===== src/pkg/wsm_pkg.sv =====
// Constants and carrier types of the windowed service monitor
package wsm_pkg;
	localparam int unsigned WSM_AW = 8;
	localparam int unsigned WSM_CW = 24;
	localparam logic [7:0] WSM_OFF_CTRL = 8'h00;
	localparam logic [7:0] WSM_OFF_TIMEOUT = 8'h04;
	localparam logic [7:0] WSM_OFF_FEED = 8'h08;
	localparam logic [7:0] WSM_OFF_COUNT = 8'h0c;
	localparam logic [7:0] WSM_OFF_STATUS = 8'h10;
	localparam logic [7:0] WSM_OFF_MASK = 8'h14;
	localparam logic [7:0] WSM_OFF_WARN = 8'h18;
	localparam logic [7:0] WSM_OFF_WINDOW = 8'h1c;
	localparam int unsigned WSM_CTRL_W = 5;
	localparam int unsigned WSM_EVT_W = 3;
	localparam logic [7:0] WSM_FEED_KEY1 = 8'haa;
	localparam logic [7:0] WSM_FEED_KEY2 = 8'h55;
	localparam logic [23:0] WSM_TIMEOUT_MIN = 24'h0000ff;
	localparam logic [23:0] WSM_TIMEOUT_RST = 24'h0000ff;
	localparam logic [23:0] WSM_WARN_RST = 24'h000000;
	localparam logic [23:0] WSM_WINDOW_RST = 24'hffffff;
	localparam logic [1:0] WSM_PRESCALE_LAST = 2'h3;
	localparam logic [2:0] WSM_MASK_RST = 3'h0;

	// Control fields, bit 0 upward: enable, reset on fault, window, warning, clock select
	typedef struct packed {
		logic clk_sel;
		logic warn_en;
		logic win_en;
		logic rst_en;
		logic en;
	} wsm_ctrl_t;

	// Sticky events, bit 0 upward: warning, fault interrupt, watchdog caused reset
	typedef struct packed {
		logic rst_flag;
		logic fault;
		logic warn;
	} wsm_evt_t;
endpackage

===== src/design/wsm_core.sv =====
// Windowed service monitor: APB registers, time-out counter, feed check, fault handling
`timescale 1ns/1ps
module wsm_core
#(
	parameter int unsigned CW = wsm_pkg::WSM_CW
)
(
	input wire logic i_mclk,
	input wire logic i_reset,
	input wire logic i_ce,
	input wire logic i_irc_osc,
	input wire logic i_lp_osc,
	input wire logic i_psel,
	input wire logic i_penable,
	input wire logic i_pwrite,
	input wire logic [wsm_pkg::WSM_AW-1:0] i_paddr,
	input wire logic [31:0] i_pwdata,
	output logic [31:0] o_prdata,
	output logic o_pready,
	output logic o_pslverr,
	output logic o_irq,
	output logic o_chip_reset
);
	wsm_pkg::wsm_ctrl_t ctrl_r;
	wsm_pkg::wsm_ctrl_t ctrl_nxt;
	wsm_pkg::wsm_evt_t status_r;
	wsm_pkg::wsm_evt_t status_nxt;
	wsm_pkg::wsm_evt_t mask_r;
	wsm_pkg::wsm_evt_t mask_nxt;
	wsm_pkg::wsm_evt_t ev_set;
	logic [CW-1:0] tc_r;
	logic [CW-1:0] tc_nxt;
	logic [CW-1:0] warn_r;
	logic [CW-1:0] warn_nxt;
	logic [CW-1:0] win_r;
	logic [CW-1:0] win_nxt;
	logic [CW-1:0] cnt_r;
	logic [CW-1:0] cnt_nxt;
	logic armed_r;
	logic armed_nxt;
	logic pready_nxt;
	logic pslverr_nxt;
	logic [31:0] prdata_nxt;
	logic irq_nxt;
	logic chip_rst_nxt;
	logic tick;
	logic wr;
	logic feed_wr;
	logic key1;
	logic key2;
	logic good_feed;
	logic bad_feed;
	logic win_bad;
	logic timeout;
	logic fault;
	logic warn_evt;

	function automatic logic reg_hit(input logic [wsm_pkg::WSM_AW-1:0] a);
		reg_hit = (a == wsm_pkg::WSM_OFF_CTRL) || (a == wsm_pkg::WSM_OFF_TIMEOUT)
			|| (a == wsm_pkg::WSM_OFF_FEED) || (a == wsm_pkg::WSM_OFF_COUNT)
			|| (a == wsm_pkg::WSM_OFF_STATUS) || (a == wsm_pkg::WSM_OFF_MASK)
			|| (a == wsm_pkg::WSM_OFF_WARN) || (a == wsm_pkg::WSM_OFF_WINDOW);
	endfunction

	wsm_tick_gen u_tick
	(
		.i_mclk(i_mclk),
		.i_reset(i_reset),
		.i_ce(i_ce),
		.i_sel(ctrl_r.clk_sel),
		.i_irc_osc(i_irc_osc),
		.i_lp_osc(i_lp_osc),
		.o_tick(tick)
	);

	// Bus slave: one wait state, so every read and write ends on the second access cycle
	always_comb
	begin
		pready_nxt = i_psel && i_penable && !o_pready;
		pslverr_nxt = pready_nxt && !reg_hit(i_paddr);
		prdata_nxt = 32'h0;
		if (pready_nxt && !i_pwrite)
		begin
			unique case (i_paddr)
				wsm_pkg::WSM_OFF_CTRL: prdata_nxt = {27'h0, ctrl_r};
				wsm_pkg::WSM_OFF_TIMEOUT: prdata_nxt = {8'h0, tc_r};
				wsm_pkg::WSM_OFF_COUNT: prdata_nxt = {8'h0, cnt_r};
				wsm_pkg::WSM_OFF_STATUS: prdata_nxt = {29'h0, status_r};
				wsm_pkg::WSM_OFF_MASK: prdata_nxt = {29'h0, mask_r};
				wsm_pkg::WSM_OFF_WARN: prdata_nxt = {8'h0, warn_r};
				wsm_pkg::WSM_OFF_WINDOW: prdata_nxt = {8'h0, win_r};
				default: prdata_nxt = 32'h0;
			endcase
		end
	end

	// Feed check and fault sources
	always_comb
	begin
		wr = i_psel && i_penable && o_pready && i_pwrite;
		feed_wr = wr && (i_paddr == wsm_pkg::WSM_OFF_FEED);
		key1 = (i_pwdata[7:0] == wsm_pkg::WSM_FEED_KEY1);
		key2 = (i_pwdata[7:0] == wsm_pkg::WSM_FEED_KEY2);
		good_feed = ctrl_r.en && feed_wr && armed_r && key2;
		bad_feed = ctrl_r.en && feed_wr && !(armed_r && key2) && !(!armed_r && key1);
		win_bad = good_feed && ctrl_r.win_en && (cnt_r > win_r);
		timeout = ctrl_r.en && tick && (cnt_r == '0);
		fault = bad_feed || win_bad || timeout;
		warn_evt = ctrl_r.en && ctrl_r.warn_en && tick && !good_feed && !fault
			&& (cnt_r != '0) && ((cnt_r - 24'h000001) == warn_r);
		if (feed_wr)
		begin
			armed_nxt = !armed_r && key1;
		end
		else
		begin
			armed_nxt = armed_r;
		end
	end

	// Counter, control and configuration registers
	always_comb
	begin
		ctrl_nxt = ctrl_r;
		tc_nxt = tc_r;
		warn_nxt = warn_r;
		win_nxt = win_r;
		mask_nxt = mask_r;
		cnt_nxt = cnt_r;
		if (wr)
		begin
			unique case (i_paddr)
				wsm_pkg::WSM_OFF_CTRL: ctrl_nxt = wsm_pkg::wsm_ctrl_t'({i_pwdata[4:1], i_pwdata[0] | ctrl_r.en});
				wsm_pkg::WSM_OFF_TIMEOUT:
					tc_nxt = (i_pwdata[23:0] < wsm_pkg::WSM_TIMEOUT_MIN) ? wsm_pkg::WSM_TIMEOUT_MIN : i_pwdata[23:0];
				wsm_pkg::WSM_OFF_MASK: mask_nxt = wsm_pkg::wsm_evt_t'(i_pwdata[2:0]);
				wsm_pkg::WSM_OFF_WARN: warn_nxt = i_pwdata[23:0];
				wsm_pkg::WSM_OFF_WINDOW: win_nxt = i_pwdata[23:0];
				default: ctrl_nxt = ctrl_r;
			endcase
		end
		if (fault)
		begin
			ctrl_nxt.en = 1'b0;
		end
		// A stopped counter tracks the time-out so enabling starts from a full period
		if (!ctrl_r.en || fault || good_feed)
		begin
			cnt_nxt = tc_r;
		end
		else if (tick)
		begin
			cnt_nxt = cnt_r - 24'h000001;
		end
	end

	// Sticky events, write one to clear; a new event wins over its clear
	always_comb
	begin
		ev_set.rst_flag = fault && ctrl_r.rst_en;
		ev_set.fault = fault && !ctrl_r.rst_en;
		ev_set.warn = warn_evt;
		status_nxt = status_r;
		if (wr && (i_paddr == wsm_pkg::WSM_OFF_STATUS))
		begin
			status_nxt = status_r & ~wsm_pkg::wsm_evt_t'(i_pwdata[2:0]);
		end
		status_nxt = status_nxt | ev_set;
		irq_nxt = |(status_nxt & mask_nxt);
		chip_rst_nxt = fault && ctrl_r.rst_en;
	end

	always_ff @(posedge i_mclk)
	begin
		if (i_reset)
		begin
			ctrl_r <= '0;
			tc_r <= wsm_pkg::WSM_TIMEOUT_RST;
			warn_r <= wsm_pkg::WSM_WARN_RST;
			win_r <= wsm_pkg::WSM_WINDOW_RST;
			mask_r <= wsm_pkg::WSM_MASK_RST;
			status_r <= '0;
			cnt_r <= wsm_pkg::WSM_TIMEOUT_RST;
			armed_r <= 1'b0;
			o_pready <= 1'b0;
			o_pslverr <= 1'b0;
			o_prdata <= 32'h0;
			o_irq <= 1'b0;
			o_chip_reset <= 1'b0;
		end
		else if (i_ce)
		begin
			ctrl_r <= ctrl_nxt;
			tc_r <= tc_nxt;
			warn_r <= warn_nxt;
			win_r <= win_nxt;
			mask_r <= mask_nxt;
			status_r <= status_nxt;
			cnt_r <= cnt_nxt;
			armed_r <= armed_nxt;
			o_pready <= pready_nxt;
			o_pslverr <= pslverr_nxt;
			o_prdata <= prdata_nxt;
			o_irq <= irq_nxt;
			o_chip_reset <= chip_rst_nxt;
		end
	end
endmodule


===== src/design/wsm_tick_gen.sv =====
// Watchdog tick source: oscillator select, synchronisers and divide-by-four prescaler
`timescale 1ns/1ps
module wsm_tick_gen
(
	input wire logic i_mclk,
	input wire logic i_reset,
	input wire logic i_ce,
	input wire logic i_sel,
	input wire logic i_irc_osc,
	input wire logic i_lp_osc,
	output logic o_tick
);
	logic [1:0] sync1_r;
	logic [1:0] sync2_r;
	logic [1:0] sync1_nxt;
	logic [1:0] sync2_nxt;
	logic prev_r;
	logic prev_nxt;
	logic [1:0] pre_r;
	logic [1:0] pre_nxt;
	logic tick_nxt;
	logic src;

	always_comb
	begin
		sync1_nxt = {i_lp_osc, i_irc_osc};
		sync2_nxt = sync1_r;
		src = i_sel ? sync2_r[1] : sync2_r[0];
		prev_nxt = src;
		pre_nxt = pre_r;
		tick_nxt = 1'b0;
		if (src && !prev_r)
		begin
			pre_nxt = pre_r + 2'h1;
			tick_nxt = (pre_r == wsm_pkg::WSM_PRESCALE_LAST);
		end
	end

	always_ff @(posedge i_mclk)
	begin
		if (i_reset)
		begin
			sync1_r <= 2'h0;
			sync2_r <= 2'h0;
			prev_r <= 1'b0;
			pre_r <= 2'h0;
			o_tick <= 1'b0;
		end
		else if (i_ce)
		begin
			sync1_r <= sync1_nxt;
			sync2_r <= sync2_nxt;
			prev_r <= prev_nxt;
			pre_r <= pre_nxt;
			o_tick <= tick_nxt;
		end
	end
endmodule


===== config.mk =====
export PLATFORM = sky130hd
export DESIGN_NAME = wsm_core
export DESIGN_NICKNAME = d
export VERILOG_FILES = /design/src/pkg/wsm_pkg.sv /design/src/design/wsm_core.sv /design/src/design/wsm_tick_gen.sv
export SDC_FILE = /design/constraint.sdc
export NUM_CORES = 1
export LEC_CHECK = 0
export BUFFER_PORTS_ARGS = -buffer_cell sky130_fd_sc_hd__buf_2
export CAP_MARGIN = 5
export CORE_ASPECT_RATIO = 1.75
export CORE_MARGIN = 3
export CORE_UTILIZATION = 54
export DETAILED_ROUTE_END_ITERATION = 16
export GPL_TIMING_DRIVEN = 0
export PLACE_DENSITY = 0.86
export SKIP_CTS_REPAIR_TIMING = 1
export SLEW_MARGIN = 20
export SYNTH_ARGS = -nofsm -noshare
export SYNTH_HDL_FRONTEND = slang
export SYNTH_SLANG_ARGS = --single-unit

===== constraint.sdc =====
create_clock -name i_mclk -period 3.35 [get_ports i_mclk]
set_clock_uncertainty 0.15 [all_clocks]
set_input_delay 0.67 -clock i_mclk [delete_from_list [all_inputs] [get_ports i_mclk]]
set_output_delay 0.67 -clock i_mclk [all_outputs]
set_load 0.005 [all_outputs]

# Word level (Yosys, flattened, before mapping)
# Cells that the tools add are included.
[word_totals]
reg_bits = 152
out_inout_bits = 36
[classes]
add_sub_neg = 2
n_lt_le_gt_ge = 2
eq_ne = 11
muxes = 13
bitwise = 5
reduce_logical = 65
[op_table]
columns = ["operator", "count"]
rows = [
  ["$pmux 24 s7", 1],
  ["$mux 24", 4],
  ["$eq 8x5->1 const B", 4],
  ["$logic_and 1x1->1", 28],
  ["$eq 24x24->1", 1],
  ["$gt 24x24->1", 1],
  ["$logic_not 24->1", 1],
  ["$lt 24x8->1 const B", 1],
  ["$reduce_bool 24->1", 1],
  ["$sub 24x1->24 const B", 1],
  ["$eq 8x4->1 const B", 2],
  ["$reduce_and 3->1", 5],
  ["$logic_not 1->1", 11],
  ["$logic_or 1x1->1", 11],
  ["$mux 3", 3],
  ["$eq 8x3->1 const B", 1],
  ["$eq 8x7->1 const B", 1],
  ["$eq 8x8->1 const B", 1],
  ["$logic_not 8->1", 1],
  ["$and 3x3->3", 2],
  ["$reduce_and 2->1", 3],
  ["$reduce_bool 2->1", 3],
  ["$mux 1", 5],
  ["$not 3->3", 1],
  ["5 further kinds", 5],
]

# Depth between registers and ports, before layout
# Gate-level depths: netlist (run 1).
[depth]
ltp_word = 18
depth_mapped = 12
ltp_nobuf = 10

# By module
# Synthesis (run 1) repeated with hierarchy kept, for this count alone.
[hier_totals]
hier_cells = 1084
area_unflattened_um2 = 8353.0
[modules_own_cells]
columns = ["mod", "instances", "cells_each", "area_per_inst_um2", "seq_area_each_um2"]
rows = [
  ["wsm_core", 1, 1052, 8021.4, 2722.6],
  ["wsm_tick_gen", 1, 32, 331.6, 160.2],
]

# Worst setup path before layout (run 1)
# OpenSTA, ideal clock, no wires.
[synth_timing]
path_kind = "reg-to-reg"
startpoint = "register cnt_r[9]"
endpoint = "register o_irq"
setup_ns = 0.074
t_arrival_ns = 2.988
required_ns = 3.126
setup_slack_ns = 0.137
stages_incl_launch_ff = 11
path_buffers = 2
period_less_slack_ns = 3.213
cell_sequence = "dfxtp_1 > buf_6 > or4_4 > buf_6 > or4_4 > or4b_4 > a21oi_2 > o211ai_1 > a2111oi_2 > nand3_1 > a31oi_1"
[synth_via]
elab_chain_len = 11
elab_cells_between_ends = 18
cone_classes = "add/sub: 1; order compare: 1; eq/ne: 1; bitwise: 2; reduce/logical: 13"
[synth_rtl]
columns = ["element", "line_no", "text"]
rows = [
  ["start: declaration", "wsm_core.sv:37", "logic [CW-1:0] cnt_r;"],
  ["start signal: assignment", "wsm_core.sv:183", "cnt_r <= wsm_pkg::WSM_TIMEOUT_RST;"],
  ["start signal: assignment", "wsm_core.sv:199", "cnt_r <= cnt_nxt;"],
  ["parallel branches: the longest is 8 deep, another holds $sub 24x1->24", "n/a", ""],
  ["$or 3x3->3 *", "wsm_core.sv:168", "status_nxt = status_nxt | ev_set;"],
  ["$and 3x3->3 *", "wsm_core.sv:169", "irq_nxt = |(status_nxt & mask_nxt);"],
  ["$reduce_or 3->1 *", "wsm_core.sv:169", ""],
  ["end signal: assignment", "wsm_core.sv:204", "o_irq <= irq_nxt;"],
  ["end: declaration", "wsm_core.sv:21", "output logic o_irq,"],
]
# Every way passes the cells marked *.
# A chain may end at the register's enable or synchronous reset.

# Worst setup path after layout (run 1)
[layout_timing]
startpoint = "register cnt_r[6]"
endpoint = "register o_irq"
# Same word-level chain as after synthesis.

==> results of run 1 <==
==> layout make-up <==
class	instances	area, sq um
inverter	31	116
clock buffer	20	447
sequential	144	2890
fill	1250	5110
buffer	78	348
clock inverter	12	180
timing repair buffer	66	338
multi-input combinational	788	4790
tap	180	225
==> cell usage in the layout, fill, tap and decap left out, types with 15 or more instances in the layout <==
cell and instances:
o21ai_1 18, nand2b_1 17, clkbuf_1 55, buf_2 63
inv_1 29, nor3_1 20, xnor2_1 19, a22oi_1 56
ha_1 26, a211o_1 26, o21ai_0 24, dfxtp_1 138
nand3b_1 15, a21oi_1 114, clkbuf_16 17, nor2_1 128
mux2i_1 18, nand3_1 20, nand2_1 125
==> through the flow <==
step / total power, W / worst slack [ns] / std cells / util, % / TNS, ns
floorplan: 0.00187 / 0.137 / 1048 / - / 0
global placement: 0.00196 / -0.554 / 1291 / 59.5 / -23.87
detailed placement: 0.00197 / -0.612 / 1291 / 59.5 / -24.00
CTS: 0.00398 / -0.406 / 1323 / 63.9 / -2.47
global route: 0.00408 / -0.0520 / 1319 / 64.6 / -0.0538
finish: 0.00399 / 0.0410 / 1319 / 64.6 / 0
==> tightest hold or removal path, stage by stage (launching register included) <==
cell and delay [ns]:
dfxtp_1 0.31, nand2_1 0.06, a21oi_1 0.05
==> metal layers <==
metal  vias up  routed length [microns]  GRT usage [%]
li1       3904                        -              -
met1      3945                     9830           36.5
met2       527                    14200           59.9
met3       189                     2380           7.21
met4         0                     2840           30.3
met5         -                        0              0
==> report_power, final <==
group	switching, W	total (W)	internal [W]	leakage [nW]
combinational	0.000146	0.000210	0.0000641	2.10
clock	0.000785	0.00206	0.00127	0.301
sequential	0.00000645	0.00173	0.00172	1.16
==> synth_stat cells, types with 3 or more instances <==
cell and instances:
nor2b_1 3, or4_1 12, nor3_1 20, xnor2_1 20, nand3b_1 15, o22ai_1 8
a21o_1 3, dfxtp_1 144, xor2_1 10, buf_4 8, o21ai_1 18, o21ai_0 24
mux2_2 4, a21oi_1 114, clkbuf_1 73, nor2_1 128, or3_1 9, inv_1 30
o21a_1 3, o31ai_1 5, a211oi_1 5, a22oi_1 56, mux2i_1 18, or2_2 3
ha_1 27, o41ai_1 4, a211o_1 26, nand2b_1 17, o211ai_1 3, nand4_1 10
a31oi_1 11, nand3_1 21, nand2_1 126, nor4_1 15, and2_1 3
==> cells by family after synthesis <==
group / Yosys count / synth area share [%]
AO/OA/AOI/OAI: 301 / 23.9
multiplexers: 23 / 3.09
XOR/XNOR: 30 / 3.27
AND/OR/NAND/NOR: 399 / 23.6
adder cells (fa/ha/maj): 27 / 4.21
flip-flops: 144 / 35.9
buffers and inverters: 116 / 5.99
other: 1 / 0.0467
==> sequential cells by signal, summed over array words and instances, names as in the netlist, 2 cells and up <==
signal	flops
tc_r	24
win_r	24
u_tick.sync2_r	2
o_prdata	24
status_r	3
cnt_r	24
u_tick.pre_r	2
mask_r	3
warn_r	24
ctrl_r	5
u_tick.sync1_r	2
==> worst paths after layout <==
kind | start | end | slack, ns
setup / recovery | cnt_r[6] | o_irq | 0.04
hold / removal | o_chip_reset | o_chip_reset | 0.32
setup reg to reg | cnt_r[6] | o_irq | 0.04
hold reg to reg | o_chip_reset | o_chip_reset | 0.32
==> results by group, run 1 <==
Placed design
  – Buffers on Ports: 63
  – Placed cell area: 0.00860 sq mm
  – Final GP Congestion: 1.02
  – HPWL after DPL: 21.6 mm

Critical path
  – FF-to-FF path depth: 8
  – Slowest cell on crit path: or4_4
  – Max Fanout on Critical Path: 10
  – CP Capture Type: flip-flop
  – Worst setup SP type: flip-flop
  – Critical Path AT: 3.52 ns
  – Worst Path Required: 3.56 ns
  – CP bufs+invs: 0
  – CP Cell Sequence: or4_4 -> or4_4 -> or4b_4 -> a21oi_2 -> o211ai_1 -> a2111oi_4 -> nand3_1 -> a31oi_1
  – Critical path depth: 8
  – CP max stage delay: 0.59 ns
  – Family with the most delay on the worst path: simple AND/OR/NAND/NOR gates
  – Crit path top cell by count: or4_4
  – Crit Path Class: flip-flop to flip-flop

Floorplanning
  – Initial Utilization: 55.6%
  – Die Y: 167 microns
  – Io pins: 84
  – Die area: 0.0164 sq mm
  – DIE WIDTH: 98.2 microns
  – Core Region: 0.0144 sq mm
  – # rows: 58

Synth
  – Asr flop ratio synth: 0%
  – Post-synthesis average cell area: 7.71 sq um
  – Seq cells post-synth: 144
  – Yosys warns: 0
  – Synth area leader: dfxtp_1
  – Synth cell types: 70
  – Top cell type's share of synthesized area: 35.9%
  – Seq/Total Area, Yosys: 35.9%
  – Cell area after synthesis: 0.00803 sq mm
  – Post-synthesis cell count: 1,041
  – Dominant synthesized flop cell: dfxtp_1
  – Most area-consuming cells after synthesis: dfxtp_1 (36%), a21oi_1 (7.1%), nor2_1 (6.0%), nand2_1 (5.9%), a22oi_1 (5.2%)
  – Post-synth EDFFs: 0

Timing
  – Max frequency: 0.302 GHz
  – Max Slew Vio Count: 0
  – RSZ-0062 raised after global routing: yes
  – Final setup viols: 0
  – Worst hold slack: 0.316 ns
  – Worst-Margin Slew: 0.869 ns
  – Final min period: 3.31 ns
  – Final critical-path share of the clock period: 98.8%
  – Relative slew slack: 42.1%
  – Final hold violations: 0

Global route
  – First-pass GRT wire length: 45.2 mm
  – GRT Util Overall: 35.3%
  – Vias in the first global route: 8,446
  – Initial antenna violation count: 0
  – Grt ovf: 0
  – Largest net degree at the start of global routing: 17

Min path
  – Hold Path Stages: 2
  – Tightest Hold Check Type: flip-flop to flip-flop

Clock network
  – CTS tree: done
  – Reg clk slew, reported paths: 0.07 ns
  – Later-pin clock latency in the skew report: 0.44 ns
  – CTS sink count: 144
  – # H-tree levels: 4
  – Clock Path Buffers: 2
  – TritonCTS buffer count: 17
  – Clock Root Buffer: clkbuf_16

Cells and area
  – Fin nets: 1,201
  – Area delta synth->final: 16.3%
  – Diodes inserted: 0
  – Final non-filler cell area: 0.00934 sq mm
  – Fraction of layout cells with a size suffix above 1: 13.8%

Flow run
  – Max_cap viols: 0

Detailed routing
  – Detail Route Antenna Nets: 0
  – Wirelength per Cell: 22.2 microns
  – DRT iter0 DRCs: 770
  – Router iterations before antenna repair: 8
  – Vias: 8,565
  – Routed wire length: 29.2 mm
  – # DRC: 0
  – Avg Vias per Cell: 6.49

Pwr
  – Power per cell area: 428 mW/mm^2
  – Leak: 3.57 nW
  – VDD IR max: 335 uV

Outcome
  – Outcome: finished, final reports clean
(Power assumes the default switching activity.)
==> run 2, diff against run 1 <==
--- a/config.mk
+++ b/config.mk
@@ -13,6 +13,7 @@
 export DETAILED_ROUTE_END_ITERATION = 16
 export GPL_TIMING_DRIVEN = 0
 export PLACE_DENSITY = 0.86
+export REMOVE_ABC_BUFFERS = 1
 export SKIP_CTS_REPAIR_TIMING = 1
 export SLEW_MARGIN = 20
 export SYNTH_ARGS = -nofsm -noshare
==> run 2 against run 1 <==
Net effect: setup slack worse by 0.0098 ns; clock power decreased by 9%; largest cell class unchanged; final area fell by 1.4%; sequential cell count is the same; first-iteration DRC count is 3.2% higher.
==> results by group, run 2 (same netlist as run 1, synthesis figures left out) <==
Outcome
  – Outcome: finished, final reports clean

Timing
  – Final critical-path share of the clock period: 99.1% (+0.29 points)
  – Final min period: 3.32 ns (+0.00981 ns)
  – Post-route setup TNS: 0 ns (unchanged)
  – Max Slew Vio Count: 0 (unchanged)
  – RSZ-0062 raised after global routing: yes
  – Worst-Margin Slew: 0.917 ns (+0.0482 ns)
  – Final setup viols: 0 (unchanged)
  – Relative slew slack: 38.5% (-3.5 points)
  – Final hold violations: 0 (unchanged)
  – Max frequency: 0.301 GHz (-0.30%)

Global route
  – Vias in the first global route: 7,867 (-6.9%)
  – Initial antenna violation count: 0 (unchanged)
  – First-pass GRT wire length: 39.6 mm (-12%)
  – Grt ovf: 0 (unchanged)
  – GRT Util Overall: 30.2% (-5.2 points)
  – Largest net degree at the start of global routing: 80 (+63)

Flow run
  – Max_cap viols: 0 (unchanged)

Detailed routing
  – DRT iter0 DRCs: 795 (+3.2%)
  – Detail Route Antenna Nets: 0 (unchanged)
  – Wirelength per Cell: 20.2 microns (-8.9%)
  – Routed wire length: 25.4 mm (-13%)
  – # DRC: 0 (unchanged)
  – Router iterations before antenna repair: 6 (-2)
  – Vias: 8,233 (-3.9%)
  – Avg Vias per Cell: 6.53 (+0.62%)

Floorplanning
  – DIE WIDTH: 98.2 microns (unchanged)
  – Die area: 0.0164 sq mm (unchanged)
  – Die Y: 167 microns (unchanged)
  – # rows: 58 (unchanged)
  – Io pins: 84 (unchanged)
  – Initial Utilization: 55.6% (unchanged)
  – Core Region: 0.0144 sq mm (unchanged)

Clock network
  – Reg clk slew, reported paths: 0.06 ns (about the same)
  – Clock Root Buffer: clkbuf_16
  – Later-pin clock latency in the skew report: 0.43 ns (about the same)
  – TritonCTS buffer count: 17 (unchanged)
  – Clock Path Buffers: 2 (unchanged)
  – CTS tree: done
  – # H-tree levels: 4 (unchanged)
  – CTS sink count: 144 (unchanged)

Cells and area
  – Commonest non-fill, non-tap cell in the layout: dfxtp_1
  – Fin nets: 1,141 (-5.0%)
  – Fin util: 63.7% (-0.90 points)
  – Fraction of layout cells with a size suffix above 1: 15.4% (+1.6 points)
  – Area delta synth->final: 14.7%
  – Most frequent cells in the layout: dfxtp_1 (135), nand2_1 (125), nor2_1 (123)

Pwr
  – Power consumption: 0.00379 W (-5.1%)
  – Leak: 3.50 nW (-2.0%)
  – VDD IR max: 413 uV (+23%)
  – Power per cell area: 411 mW/mm^2 (-3.8%)

Placed design
  – HPWL after DPL: 17.6 mm (-19%)
  – Buffers on Ports: 67 (+6.3%)
  – Final GP Congestion: 0.985 (-3.5%)

Min path
  – Tightest Hold Check Type: flip-flop to flip-flop

Critical path
  – Critical Path AT: 3.52 ns (about the same)
  – CP Capture Type: flip-flop
  – Worst setup SP type: flip-flop
  – Crit Path Class: flip-flop to flip-flop
  – Worst Path Required: 3.55 ns (about the same)
  – Max Fanout on Critical Path: 10 (unchanged)
[run 2: cell types whose count changed in the layout (fill, tap and decap cells not counted), moves of 3 or more]
| cell | previous run | this run |
|---|---|---|
| clkinv_4 | 1 | 5 |
| clkbuf_1 | 55 | 2 |
| nand3_2 | 1 | 5 |
| nor3_2 | 0 | 3 |
| nand3_1 | 20 | 16 |
| buf_2 | 63 | 66 |
| clkbuf_2 | 14 | 0 |
| nor3_1 | 20 | 17 |
| dfxtp_1 | 138 | 135 |
| nor2_2 | 0 | 3 |
| nor2_1 | 128 | 123 |
[run 2: power breakdown]
part / switching (W) / internal [W] / total, W
clock: 0.000763 / 0.00112 / 0.00188
sequential: 0.00000767 / 0.00172 / 0.00173
combinational: 0.000123 / 0.0000569 / 0.000180
total: 0.000894 / 0.00289 / 0.00379
[run 2: worst paths after layout]
check                from            to  slack (ns)  cells after the start
max reg2reg      cnt_r[6]         o_irq        0.03                      8
min          o_chip_reset  o_chip_reset        0.32                      2
min reg2reg  o_chip_reset  o_chip_reset        0.32                      2
max              cnt_r[6]         o_irq        0.03                      8
[run 2: layer usage]
metal	up-vias	part of all wire, %	GRT usage [%]
li1	3767	-	-
met1	3817	33	30.8
met2	493	51	52.5
met3	156	7.9	6.17
met4	0	8.3	23.8
met5	-	0	0
[run 2: cell type report]
cell class	count	area (sq um)
Clock buffer	20	447
Clock inverter	12	135
Fill cell	1214	5240
Inverter	31	119
Tap cell	180	225
Antenna cell	1	2.50
Timing Repair Buffer	84	524
Multi-Input combinational cell	788	4850
Sequential cell	144	2900
[run 2: per-stage QoR]
stage / hold WS (ns) / instance area, sq um / cells / setup slack [ns]
floorplan: 0.290 / 7690 / 963 / -1.10
global placement: 0.299 / 8250 / 1210 / -2.61
detailed placement: 0.310 / 8440 / 1221 / -0.507
CTS: 0.320 / 9020 / 1253 / -0.390
global route: 0.351 / 9200 / 1259 / -0.0663
finish: 0.316 / 9210 / 1260 / 0.0311
[run 2: critical path: stages, from the launching register on]
cell	delay, ns
dfxtp_2	0.38
or4_4	0.57
or4_4	0.59
or4b_4	0.54
a21oi_2	0.12
o211ai_1	0.17
a2111oi_4	0.42
nand3_1	0.12
a31oi_1	0.18
